$ cat config.mk
export PLATFORM = sky130hd
export DESIGN_NAME = bps_sequencer
export DESIGN_NICKNAME = d
export VERILOG_FILES = /design/src/design/bps_pkg.sv /design/src/design/bps_sequencer.sv
export VERILOG_INCLUDE_DIRS = /design/src /design/src/design
export SDC_FILE = /design/constraint.sdc
export NUM_CORES = 1
export LEC_CHECK = 0
export ABC_AREA = 1
export ABC_CLOCK_PERIOD_IN_PS = 6300
export BUFFER_PORTS_ARGS = -buffer_cell sky130_fd_sc_hd__buf_2
export CAP_MARGIN = 0
export CORE_MARGIN = 3
export CORE_UTILIZATION = 35
export DETAILED_ROUTE_END_ITERATION = 16
export HOLD_SLACK_MARGIN = 0.12
export PLACE_DENSITY = 0.64
export SKIP_CTS_REPAIR_TIMING = 1
export SLEW_MARGIN = 5
export SYNTH_ARGS = -nofsm -noshare
export SYNTH_HDL_FRONTEND = slang
export SYNTH_SLANG_ARGS = --single-unit
$ cat constraint.sdc
create_clock -name MCLK -period 6.3 [get_ports MCLK]
set_input_delay 0.63 -clock MCLK [delete_from_list [all_inputs] [get_ports MCLK]]
set_output_delay 0.63 -clock MCLK [all_outputs]
set_load 0.005 [all_outputs]
$ cat src/design/bps_params.svh
`ifndef BPS_PARAMS_SVH
`define BPS_PARAMS_SVH

// Clock period of MCLK in nanoseconds.
`define BPS_CLK_PERIOD_NS   100
// Bus voltage filter time and crystal start delay, in nanoseconds.
`define BPS_BUS_FILTER_NS   2000000
`define BPS_OSC_DELAY_NS    2000000

// Register offsets of the plain register port.
`define BPS_ADDR_CTRL       4'h0
`define BPS_ADDR_STATUS     4'h4

// Control register fields and reset values.
`define BPS_CTRL_ADJ_EN     0
`define BPS_CTRL_AUX_EN     1
`define BPS_CTRL_DOUBLER    2
`define BPS_CTRL_CLK_EN     3
`define BPS_CTRL_SLEEP      4
`define BPS_CTRL_RESET      4'hB

// Status register fields.
`define BPS_ST_BUS          0
`define BPS_ST_FILT         1
`define BPS_ST_ADJ          2
`define BPS_ST_AUX          3
`define BPS_ST_OSC          4
`define BPS_ST_TW           5
`define BPS_ST_TSD          6
`define BPS_ST_CMODE        7
`define BPS_ST_STATE_LO     8

`endif

$ cat src/design/bps_pkg.sv
package bps_pkg;

    // Power states of the sequencer.
    typedef enum logic [2:0] {
        BPS_RESET   = 3'h0,
        BPS_STARTUP = 3'h1,
        BPS_STANDBY = 3'h2,
        BPS_NORMAL  = 3'h3,
        BPS_SLEEP   = 3'h4
    } bps_state_t;

    // Host clock output selection.
    typedef enum logic [1:0] {
        BPS_CLK_OFF = 2'h0,
        BPS_CLK_4M  = 2'h1,
        BPS_CLK_8M  = 2'h2,
        BPS_CLK_16M = 2'h3
    } bps_clk_sel_t;

endpackage

$ cat src/design/bps_sequencer.sv
// Summary of operation
// - Fixed buck turns on automatically at power-up.
// - Adjustable buck needs filtered-supply-good and enable.
// - Adjustable buck output good is readable status.
// - Aux regulator enabled by default, host disables.
// - Aux regulator off until filtered-supply-good.
// - Aux regulator good is readable status.
// - Normal clock 8 MHz, doubler 16, enable stops.
// - Stand-by from start-up outputs internal 4 MHz.
// - Normal entry switches to crystal 8/16 MHz.
// - Normal to stand-by keeps clock unless crystal fault.
// - Wake pin level selects bus current mode.
// - Low wake pin in sleep starts power-up.
// - No wake when pin permanently grounded.
// - Filtered supply below 14 V: warning at once.
// - Bus below 20 V for 2 ms: warning.
// - Filtered supply below 12 V asserts host reset.
// - Thermal shutdown holds host reset low.
// - Reset and warning are open-drain active low.
// - Serial, bus, oscillator activity follow power state.
// - Comparator results readable as status flags, except 14 V, 12 V, start and fixed good.
// - Normal only with oscillator, no thermal, supplies good.
// - Crystal starts about 2 ms after stand-by entry.
// - Bus flag clearing leaves normal, warning low.
// - Adjustable buck and aux each need their enable bit.
`timescale 1ns/1ns
`include "bps_params.svh"

module bps_sequencer #(
    parameter int BUS_FILTER_CYCLES = `BPS_BUS_FILTER_NS / `BPS_CLK_PERIOD_NS,
    parameter int OSC_DELAY_CYCLES  =
        (`BPS_OSC_DELAY_NS + `BPS_CLK_PERIOD_NS - 1) / `BPS_CLK_PERIOD_NS
) (
    input  wire logic        MCLK,
    input  wire logic        RST,
    input  wire logic        BUS_ABOVE_CMP,
    input  wire logic        FILT_GOOD_CMP,
    input  wire logic        FILT_14V_CMP,
    input  wire logic        FILT_12V_CMP,
    input  wire logic        FILT_START_CMP,
    input  wire logic        FIXED_GOOD_CMP,
    input  wire logic        ADJ_GOOD_CMP,
    input  wire logic        AUX_GOOD_CMP,
    input  wire logic        OSC_RUNNING,
    input  wire logic        THERMAL_WARN,
    input  wire logic        THERMAL_SHUTDOWN,
    input  wire logic        CURRENT_MODE_WAKE_PIN,
    input  wire logic [3:0]  REG_ADDR,
    input  wire logic [15:0] REG_WDATA,
    input  wire logic        REG_WR,
    input  wire logic        REG_RD,
    output logic      [15:0] REG_RDATA,
    output logic             FIXED_BUCK_EN,
    output logic             ADJ_BUCK_EN,
    output logic             AUX_REG_EN,
    output logic             OSC_EN,
    output logic       [1:0] HOST_CLOCK_SEL,
    output logic             CURRENT_MODE_HIGH,
    output logic             SERIAL_ACTIVE,
    output logic             BUS_COMM_ACTIVE,
    output logic             EARLY_WARNING_N_O,
    output logic             EARLY_WARNING_N_OE,
    output logic             HOST_RESET_N_O,
    output logic             HOST_RESET_N_OE,
    output logic       [2:0] POWER_STATE
);

    localparam int NSYNC = 12;

    // Raw asynchronous inputs gathered so one generate loop synchronises them.
    logic [NSYNC-1:0] raw_in;
    // Three-stage synchroniser chain per input.
    logic [NSYNC-1:0] s1_r;
    logic [NSYNC-1:0] s2_r;
    logic [NSYNC-1:0] s3_r;
    // Accepted level once stages two and three agree.
    logic [NSYNC-1:0] in_r;

    // Power state and its next value.
    bps_pkg::bps_state_t state_r;
    bps_pkg::bps_state_t state_nxt;

    // Control register and bus flag filter.
    logic [4:0]  ctrl_r;
    logic        bus_flag_r;
    logic [31:0] bus_cnt_r;
    // Crystal start delay counter and done marker.
    logic [31:0] osc_cnt_r;
    logic        osc_go_r;
    // Stand-by was entered from normal; crystal fault caused it.
    logic        from_normal_r;
    logic        xtal_fault_r;
    // Wake pin has been seen high while asleep.
    logic        wake_armed_r;

    assign raw_in = {CURRENT_MODE_WAKE_PIN, THERMAL_SHUTDOWN, THERMAL_WARN, OSC_RUNNING,
                     AUX_GOOD_CMP, ADJ_GOOD_CMP, FIXED_GOOD_CMP, FILT_START_CMP,
                     FILT_12V_CMP, FILT_14V_CMP, FILT_GOOD_CMP, BUS_ABOVE_CMP};

    // Named views of the accepted inputs.
    wire bus_ok   = in_r[0];
    wire filt_ok  = in_r[1];
    wire f14_ok   = in_r[2];
    wire f12_ok   = in_r[3];
    wire f_start  = in_r[4];
    wire fix_ok   = in_r[5];
    wire adj_ok   = in_r[6];
    wire aux_ok   = in_r[7];
    wire osc_ok   = in_r[8];
    wire tw       = in_r[9];
    wire thermal_shutdown_flag      = in_r[10];
    wire wake_pin = in_r[11];

    // Each outside level passes three flops; the first feeds only the second.
    genvar gi;
    generate
        for (gi = 0; gi < NSYNC; gi++) begin : g_sync
            always_ff @(posedge MCLK or posedge RST) begin
                if (RST) begin
                    s1_r[gi] <= 1'b0;
                    s2_r[gi] <= 1'b0;
                    s3_r[gi] <= 1'b0;
                    in_r[gi] <= 1'b0;
                end else begin
                    s1_r[gi] <= raw_in[gi];
                    s2_r[gi] <= s1_r[gi];
                    s3_r[gi] <= s2_r[gi];
                    // A change only counts when two stages agree.
                    if (s2_r[gi] == s3_r[gi]) begin
                        in_r[gi] <= s3_r[gi];
                    end
                end
            end
        end
    endgenerate

    // True in the states where supplies and host interface are up.
    function automatic logic is_up(input bps_pkg::bps_state_t s);
        is_up = (s == bps_pkg::BPS_STANDBY) || (s == bps_pkg::BPS_NORMAL);
    endfunction

    // Conditions that allow the normal state.
    wire normal_ok = osc_ok && !tw && !thermal_shutdown_flag && bus_flag_r && filt_ok && adj_ok && aux_ok;
    // A sleep request is honoured only while the wake pin is high.
    wire sleep_req = REG_WR && (REG_ADDR == `BPS_ADDR_CTRL) &&
                     REG_WDATA[`BPS_CTRL_SLEEP] && wake_pin;

    // Bus voltage flag: set at once, cleared only after the low level lasts the filter time.
    always_ff @(posedge MCLK or posedge RST) begin
        if (RST) begin
            bus_flag_r <= 1'b0;
            bus_cnt_r  <= 32'h0;
        end else if (bus_ok) begin
            bus_flag_r <= 1'b1;
            bus_cnt_r  <= 32'h0;
        end else if (bus_cnt_r >= 32'(BUS_FILTER_CYCLES - 1)) begin
            bus_flag_r <= 1'b0;
        end else begin
            bus_cnt_r <= bus_cnt_r + 32'h1;
        end
    end

    // Next power state.
    always_comb begin
        state_nxt = state_r;
        unique case (state_r)
            bps_pkg::BPS_RESET: begin
                if (f_start && !thermal_shutdown_flag) begin
                    state_nxt = bps_pkg::BPS_STARTUP;
                end
            end
            bps_pkg::BPS_STARTUP: begin
                if (thermal_shutdown_flag || !f_start) begin
                    state_nxt = bps_pkg::BPS_RESET;
                end else if (fix_ok) begin
                    state_nxt = bps_pkg::BPS_STANDBY;
                end
            end
            bps_pkg::BPS_STANDBY: begin
                if (thermal_shutdown_flag || !fix_ok) begin
                    state_nxt = bps_pkg::BPS_RESET;
                end else if (sleep_req) begin
                    state_nxt = bps_pkg::BPS_SLEEP;
                end else if (normal_ok && osc_go_r) begin
                    state_nxt = bps_pkg::BPS_NORMAL;
                end
            end
            bps_pkg::BPS_NORMAL: begin
                if (thermal_shutdown_flag || !fix_ok) begin
                    state_nxt = bps_pkg::BPS_RESET;
                end else if (sleep_req) begin
                    state_nxt = bps_pkg::BPS_SLEEP;
                end else if (!normal_ok) begin
                    state_nxt = bps_pkg::BPS_STANDBY;
                end
            end
            bps_pkg::BPS_SLEEP: begin
                if (wake_armed_r && !wake_pin) begin
                    state_nxt = bps_pkg::BPS_STARTUP;
                end
            end
            default: begin
                // An illegal code falls back to reset.
                state_nxt = bps_pkg::BPS_RESET;
            end
        endcase
    end

    always_ff @(posedge MCLK or posedge RST) begin
        if (RST) begin
            state_r <= bps_pkg::BPS_RESET;
        end else begin
            state_r <= state_nxt;
        end
    end

    // Record how stand-by was entered so the clock source can be chosen.
    always_ff @(posedge MCLK or posedge RST) begin
        if (RST) begin
            from_normal_r <= 1'b0;
            xtal_fault_r  <= 1'b0;
        end else if (state_r == bps_pkg::BPS_NORMAL &&
                     state_nxt == bps_pkg::BPS_STANDBY) begin
            from_normal_r <= 1'b1;
            xtal_fault_r  <= !osc_ok;
        end else if (!is_up(state_r)) begin
            from_normal_r <= 1'b0;
            xtal_fault_r  <= 1'b0;
        end
    end

    // Sleep wake arming: a pin tied to ground never shows high, so never arms.
    always_ff @(posedge MCLK or posedge RST) begin
        if (RST) begin
            wake_armed_r <= 1'b0;
        end else if (state_r == bps_pkg::BPS_SLEEP) begin
            if (wake_pin) begin
                wake_armed_r <= 1'b1;
            end
        end else begin
            wake_armed_r <= 1'b0;
        end
    end

    // Crystal start delay, counted from stand-by entry out of start-up.
    always_ff @(posedge MCLK or posedge RST) begin
        if (RST) begin
            osc_cnt_r <= 32'h0;
            osc_go_r  <= 1'b0;
        end else if (!is_up(state_r)) begin
            osc_cnt_r <= 32'h0;
            osc_go_r  <= 1'b0;
        end else if (osc_cnt_r >= 32'(OSC_DELAY_CYCLES - 1)) begin
            osc_go_r <= 1'b1;
        end else begin
            osc_cnt_r <= osc_cnt_r + 32'h1;
        end
    end

    // Control register; the sleep field is a command and is not stored.
    always_ff @(posedge MCLK or posedge RST) begin
        if (RST) begin
            ctrl_r <= {1'b0, `BPS_CTRL_RESET};
        end else if (REG_WR && REG_ADDR == `BPS_ADDR_CTRL) begin
            ctrl_r <= {1'b0, REG_WDATA[`BPS_CTRL_CLK_EN:`BPS_CTRL_ADJ_EN]};
        end
    end

    // Read data stand one cycle after the strobe; unmapped addresses read zero.
    always_ff @(posedge MCLK or posedge RST) begin
        if (RST) begin
            REG_RDATA <= 16'h0;
        end else if (REG_RD && REG_ADDR == `BPS_ADDR_CTRL) begin
            REG_RDATA <= {11'h0, ctrl_r};
        end else if (REG_RD && REG_ADDR == `BPS_ADDR_STATUS) begin
            REG_RDATA <= 16'h0;
            REG_RDATA[`BPS_ST_BUS]  <= bus_flag_r;
            REG_RDATA[`BPS_ST_FILT] <= filt_ok;
            REG_RDATA[`BPS_ST_ADJ]  <= adj_ok;
            REG_RDATA[`BPS_ST_AUX]  <= aux_ok;
            REG_RDATA[`BPS_ST_OSC]  <= osc_ok;
            REG_RDATA[`BPS_ST_TW]   <= tw;
            REG_RDATA[`BPS_ST_TSD]  <= thermal_shutdown_flag;
            REG_RDATA[`BPS_ST_CMODE] <= CURRENT_MODE_HIGH;
            REG_RDATA[`BPS_ST_STATE_LO +: 3] <= state_r;
        end else begin
            REG_RDATA <= 16'h0;
        end
    end

    // Converter enables; sampled from the next state so they track it.
    always_ff @(posedge MCLK or posedge RST) begin
        if (RST) begin
            FIXED_BUCK_EN <= 1'b0;
            ADJ_BUCK_EN   <= 1'b0;
            AUX_REG_EN    <= 1'b0;
        end else begin
            FIXED_BUCK_EN <= state_nxt != bps_pkg::BPS_RESET &&
                             state_nxt != bps_pkg::BPS_SLEEP;
            ADJ_BUCK_EN   <= is_up(state_nxt) && filt_ok && ctrl_r[`BPS_CTRL_ADJ_EN];
            AUX_REG_EN    <= is_up(state_nxt) && filt_ok && ctrl_r[`BPS_CTRL_AUX_EN];
        end
    end

    // Oscillator and host clock selection by power state.
    always_ff @(posedge MCLK or posedge RST) begin
        if (RST) begin
            OSC_EN         <= 1'b0;
            HOST_CLOCK_SEL <= bps_pkg::BPS_CLK_OFF;
        end else begin
            OSC_EN <= is_up(state_r) && osc_go_r;
            if (!is_up(state_r) || !ctrl_r[`BPS_CTRL_CLK_EN]) begin
                HOST_CLOCK_SEL <= bps_pkg::BPS_CLK_OFF;
            end else if (state_r == bps_pkg::BPS_STANDBY &&
                         (!from_normal_r || xtal_fault_r)) begin
                HOST_CLOCK_SEL <= bps_pkg::BPS_CLK_4M;
            end else if (ctrl_r[`BPS_CTRL_DOUBLER]) begin
                HOST_CLOCK_SEL <= bps_pkg::BPS_CLK_16M;
            end else begin
                HOST_CLOCK_SEL <= bps_pkg::BPS_CLK_8M;
            end
        end
    end

    // Mode tracks the pin in reset only; a wake press skips reset and cannot flip it.
    always_ff @(posedge MCLK or posedge RST) begin
        if (RST) begin
            CURRENT_MODE_HIGH <= 1'b0;
        end else if (state_r == bps_pkg::BPS_RESET) begin
            CURRENT_MODE_HIGH <= !wake_pin;
        end
    end

    // Activity flags and open-drain supervisor outputs.
    always_ff @(posedge MCLK or posedge RST) begin
        if (RST) begin
            SERIAL_ACTIVE      <= 1'b0;
            BUS_COMM_ACTIVE    <= 1'b0;
            EARLY_WARNING_N_O  <= 1'b0;
            EARLY_WARNING_N_OE <= 1'b1;
            HOST_RESET_N_O     <= 1'b0;
            HOST_RESET_N_OE    <= 1'b1;
            POWER_STATE        <= 3'h0;
        end else begin
            SERIAL_ACTIVE     <= is_up(state_r);
            BUS_COMM_ACTIVE   <= state_r == bps_pkg::BPS_NORMAL;
            EARLY_WARNING_N_O <= 1'b0;
            HOST_RESET_N_O    <= 1'b0;
            EARLY_WARNING_N_OE <= !(state_r == bps_pkg::BPS_NORMAL && f14_ok && bus_flag_r);
            HOST_RESET_N_OE   <= !(is_up(state_r) && f12_ok && !thermal_shutdown_flag);
            POWER_STATE       <= state_r;
        end
    end

endmodule

# == Word-level counts from Yosys, hierarchy flattened ==
# Cells that the tools add are included.
# W data, S select, Z words.
# totals
ramBits,0
mem_count,0
input_bits,36
elab_cells,173
latchBits,0
romBits,0
regBits,154
# classes
mul,0
n_bitwise,0
div_mod_pow,0
muxes,29
shifts,0
n_addsub,2
eq_ne,25
reduce_logical,46
order_cmp,2
# op_table
operator,count
$mux W32,4
$add A32 B1 Y32 const B,2
$ge A32 B15 Y1 const B,2
$mux W3,10
$logic_and A1 B1 Y1,25
$mux W11,2
$pmux W3 S5,1
$eq A1 B1 Y1,12
$eq A3 B2 Y1 const B,4
$logic_not A1 Y1,11
$mux W1,10
$ne A2 B2 Y1 const B,4
$logic_or A1 B1 Y1,6
$eq A4 B3 Y1 const B,1
$logic_not A4 Y1,1
$mux W2,2
$eq A3 B1 Y1 const B,1
$eq A3 B3 Y1 const B,1
$logic_not A3 Y1,1
$ne A3 B3 Y1 const B,1
$reduce_bool A3 Y1,1
$ne A2 B1 Y1 const B,1
$reduce_bool A2 Y1,1

# == Logic depth before layout (Yosys ltp) ==
# depth
ltp_word,16
ltp_mapped,11
ltp_nobuf,11

# == Worst setup path after synthesis ==
# No wires, ideal clock.
# synth_path
path_kind,reg2reg
start,reg osc_cnt_r[0]
end,reg osc_cnt_r[4]
path_stages_with_launch,9
n_path_buf,1
arrival_time_ns,1.416
period_less_slack_ns,1.534
path_slack_ns,4.766
cell_sequence,dfrtp_1 > ha_1 > nand2_1 > nor2_1 > o21ai_0 > nand2_2 > buf_6 > nand3_1 > nand2_1
# synth_via
elab_chain_len,3
elab_cells_between_ends,5
classes_between,1 x add/sub; 1 x order compare; 1 x eq/ne; 2 x mux
# synth_rtl
item,line_no,source
from (decl),bps_sequencer.sv:88,logic [31:0] osc_cnt_r;
from (signal assigned),bps_sequencer.sv:256,osc_cnt_r <= osc_cnt_r + 32'h1;
$add A32 B1 Y32,bps_sequencer.sv:256,
$mux W32,bps_sequencer.sv:253,end else if (osc_cnt_r >= 32'(OSC_DELAY_CYCLES - 1)) begin
$mux W32,bps_sequencer.sv:250,end else if (!is_up(state_r)) begin
# Parallel ways exist; a longest one is shown, timed or not. The select of a mux whose other input is x is not followed.
# A chain may end at the register's enable or synchronous reset.

# == Final worst setup path ==
# layout_path
start,reg osc_cnt_r[0]
end,reg osc_go_r
# layout_via
elab_chain_len,2
# layout_rtl
item,line_no,source
$ge A32 B15 Y1,bps_sequencer.sv:253,
$ne A2 B1 Y1 (no source line),n/a,
to (signal assigned),bps_sequencer.sv:249,osc_go_r <= 1'b0;
to (signal assigned),bps_sequencer.sv:252,osc_go_r <= 1'b0;
to (signal assigned),bps_sequencer.sv:254,osc_go_r <= 1'b1;
to (decl),bps_sequencer.sv:89,logic osc_go_r;
# No other way between the ends.

==> run metrics <==
Ports ~70; layout cell share with drive strength beyond 1 14.4%; Clk pwr share 47.5%; drt wl/cell roughly 12 um; Req. time, crit path ~6600 ps; CP Launch Type register; PortBufs around 50; vias 4167; prevailing post-synth register cell dfrtp_1; P_leak about 3.5 nW; worst r2r src osc_cnt_r[0]$_DFFE_PP0P_; synth warn 0; design area just over 7000 um^2; Reg clk slew, reported paths approximately 60 ps; status completed; Synth Register Bits ~150; Final ANT Viol Nets 0; Comb pwr share around 4.4%; Distinct cells, synth 37; first-pass GRT wire length between 15000 and 20000 um; skew final about 5.4 ps; Placement Cell Area 6530 um^2; EDFF count, synth 0; CP arrival 2210 ps; Starting Density 36.2%; final setup violation count 0; Post-synth top cells dfrtp_1, nor2_1, nand2_1; setup_tns 0 ps; Core ar. between 15000 and 20000 um^2; Routed WL roughly 11000 um; Area Overhead vs Synth 17.0%; CTS Sinks approximately 150; largest net degree at the start of global routing 76; Max Freq 0.521 GHz; htree depth 4; DRC 0; most area-hungry cell type in the Yosys netlist dfrtp_1; Routability Congestion about 0.84; total global-route track usage a little over an eighth; worst slack at placement around 4100 ps; Hold Worst Slack slightly above 300 ps; worst r2r path cells 7; DRT iter0 DRCs 334; sequential fraction of design power a little under 50%; Fill cells roughly 1.7k; VDD IR-drop max approximately 0.19 mV; unrepaired setup endpoints after global routing no; top cell type's share of synthesized area 59.2%; Pwr Density 297 nW/um^2; total of max-cap violations 0; area of the multi-input gates around 1900 um^2; slew margin rel. approximately two fifths; maximum fanout along the worst path 17; ys async rst share 100%; switching share of power 21.7%; Cells after Synth between 600 and 700; count leader, synth dfrtp_1; hold crit path type input port to asynchronous set/reset pin; Final nets roughly 740; sequential standard cell area between 3000 and 4000 um^2; number of global-route vias before repair between 4k and 5k; grt total ovfl 0; Final Hold Viols 0; Cell Area, Synth between 6000 and 7000 um^2; worst reg2reg setup slack about 4400 ps; Final Max Slew Viols 0; Root Driver clkbuf_16; switching power between 400 and 500 uW; diodes inserted 0; DIE WIDTH roughly 140 um; clk_lat worst skew 410 ps; Seq/Total Area, Yosys about three fifths; first-pass detailed-route iteration total 4; Post-Syn Area per Cell roughly 9.4 um^2; period utilization ~30%; largest cells by area after synthesis dfrtp_1, nor2_1, nand2_1; maximum clock path buffer count 2; initial antenna violation count 0; internal power ~1.7 mW; via density per instance ~4.5; fin util 42.4%; height of the die between 100 and 150 um; CTS tree done; FF-to-FF End osc_go_r$_DFFE_PP0P_; DPL Wire Length a little under 8000 um; critical path class register to register; worst slew pin tran between 900 and 1000 ps; Die ar. 19000 um^2; min Tclk post-route between 1500 and 2000 ps; row cnt 47; Worst Setup End Kind register; Final WS setup 4380 ps; CTS buffer count 17
critical path, cell delays in order, from the launching register on:
cell     delay [ps]
dfrtp_1         420
ha_1            250
nand2_1         110
nor2_1           60
o21ai_0         290
nand2_2         280
nand2_2         260
o21ai_0         120
power by group through the flow:
stage	Combinational (mW)	Clock, mW	Sequential [mW]
4_1_cts	0.0945	1.03	1.02
6_report	0.0920	1.00	1.02
5_1_grt	0.108	1.07	1.02
2_1_floorplan	0.0648	0	1.03
3_3_place_gp	0.0927	0	1.04
3_5_place_dp	0.0943	0	1.04
worst max-delay path by stage:
stage / from / to / cells after the start
floorplan: RST / ADJ_BUCK_EN$_DFF_PP0_ / 1
global placement: RST / s1_r[9]$_DFF_PP0_ / 3
detailed placement: RST / s2_r[9]$_DFF_PP0_ / 3
CTS: osc_cnt_r[0]$_DFFE_PP0P_ / osc_go_r$_DFFE_PP0P_ / 7
global route: osc_cnt_r[0]$_DFFE_PP0P_ / osc_cnt_r[7]$_DFFE_PP0P_ / 8
finish: osc_cnt_r[0]$_DFFE_PP0P_ / osc_go_r$_DFFE_PP0P_ / 7
flip-flops by register name, summed over array words and instances, names as in the netlist, 2 cells and up:
register	count
s1_r	12
POWER_STATE	3
state_r	3
bus_cnt_r	32
ctrl_r	4
HOST_CLOCK_SEL	2
osc_cnt_r	32
s3_r	12
REG_RDATA	11
s2_r	12
layout by cell type (no fill, tap or decap), types with 2 or more instances in the layout:
cell       instances
dfrtp_1          144
nor2_1           112
nand2_1          111
inv_1             84
nand3_1           61
buf_2             49
nor3_1            17
clkbuf_16         17
xor2_1            16
nand4_1           15
maj3_1            12
a21oi_1            8
nand2_2            7
conb_1             7
o21ai_0            6
dfstp_2            5
clkbuf_8           5
o22ai_1            4
clkinv_2           4
xnor2_1            3
buf_4              3
o211ai_1           2
inv_6              2
inv_2              2
ha_1               2
bufinv_16          2
through the flow:
step / instances / total power, mW
final: 935 / 2.11
after detailed placement: 904 / 1.13
after global routing: 935 / 2.20
after floorplan: 653 / 1.09
after global placement: 904 / 1.13
after CTS: 935 / 2.14
cells by family after synthesis:
group	synth area share, %
flops	61.3
fa+ha+maj	2.38
xor+xnor	2.73
compound gates	2.40
simple gates	23.5
other cells	0.0616
buf+inv	7.58
routing by layer:
metal,part of all wire (%),vias up,GRT usage (%)
met1,47,1958,17.9
met3,4.5,9,4.43
met2,47,68,20.2
met5,0,-,0
li1,-,2132,-
met4,1.2,0,5.76
layout make-up:
type | instances | area share, %
Sequential cell | 149 | 52.4
Inverter | 88 | 4.71
Tap cell | 220 | 3.86
Multi-Input combinational cell | 395 | 26.9
Clock buffer | 23 | 6.99
Clock inverter | 8 | 1.35
Timing Repair Buffer | 52 | 3.76
(Power assumes the default switching activity.)
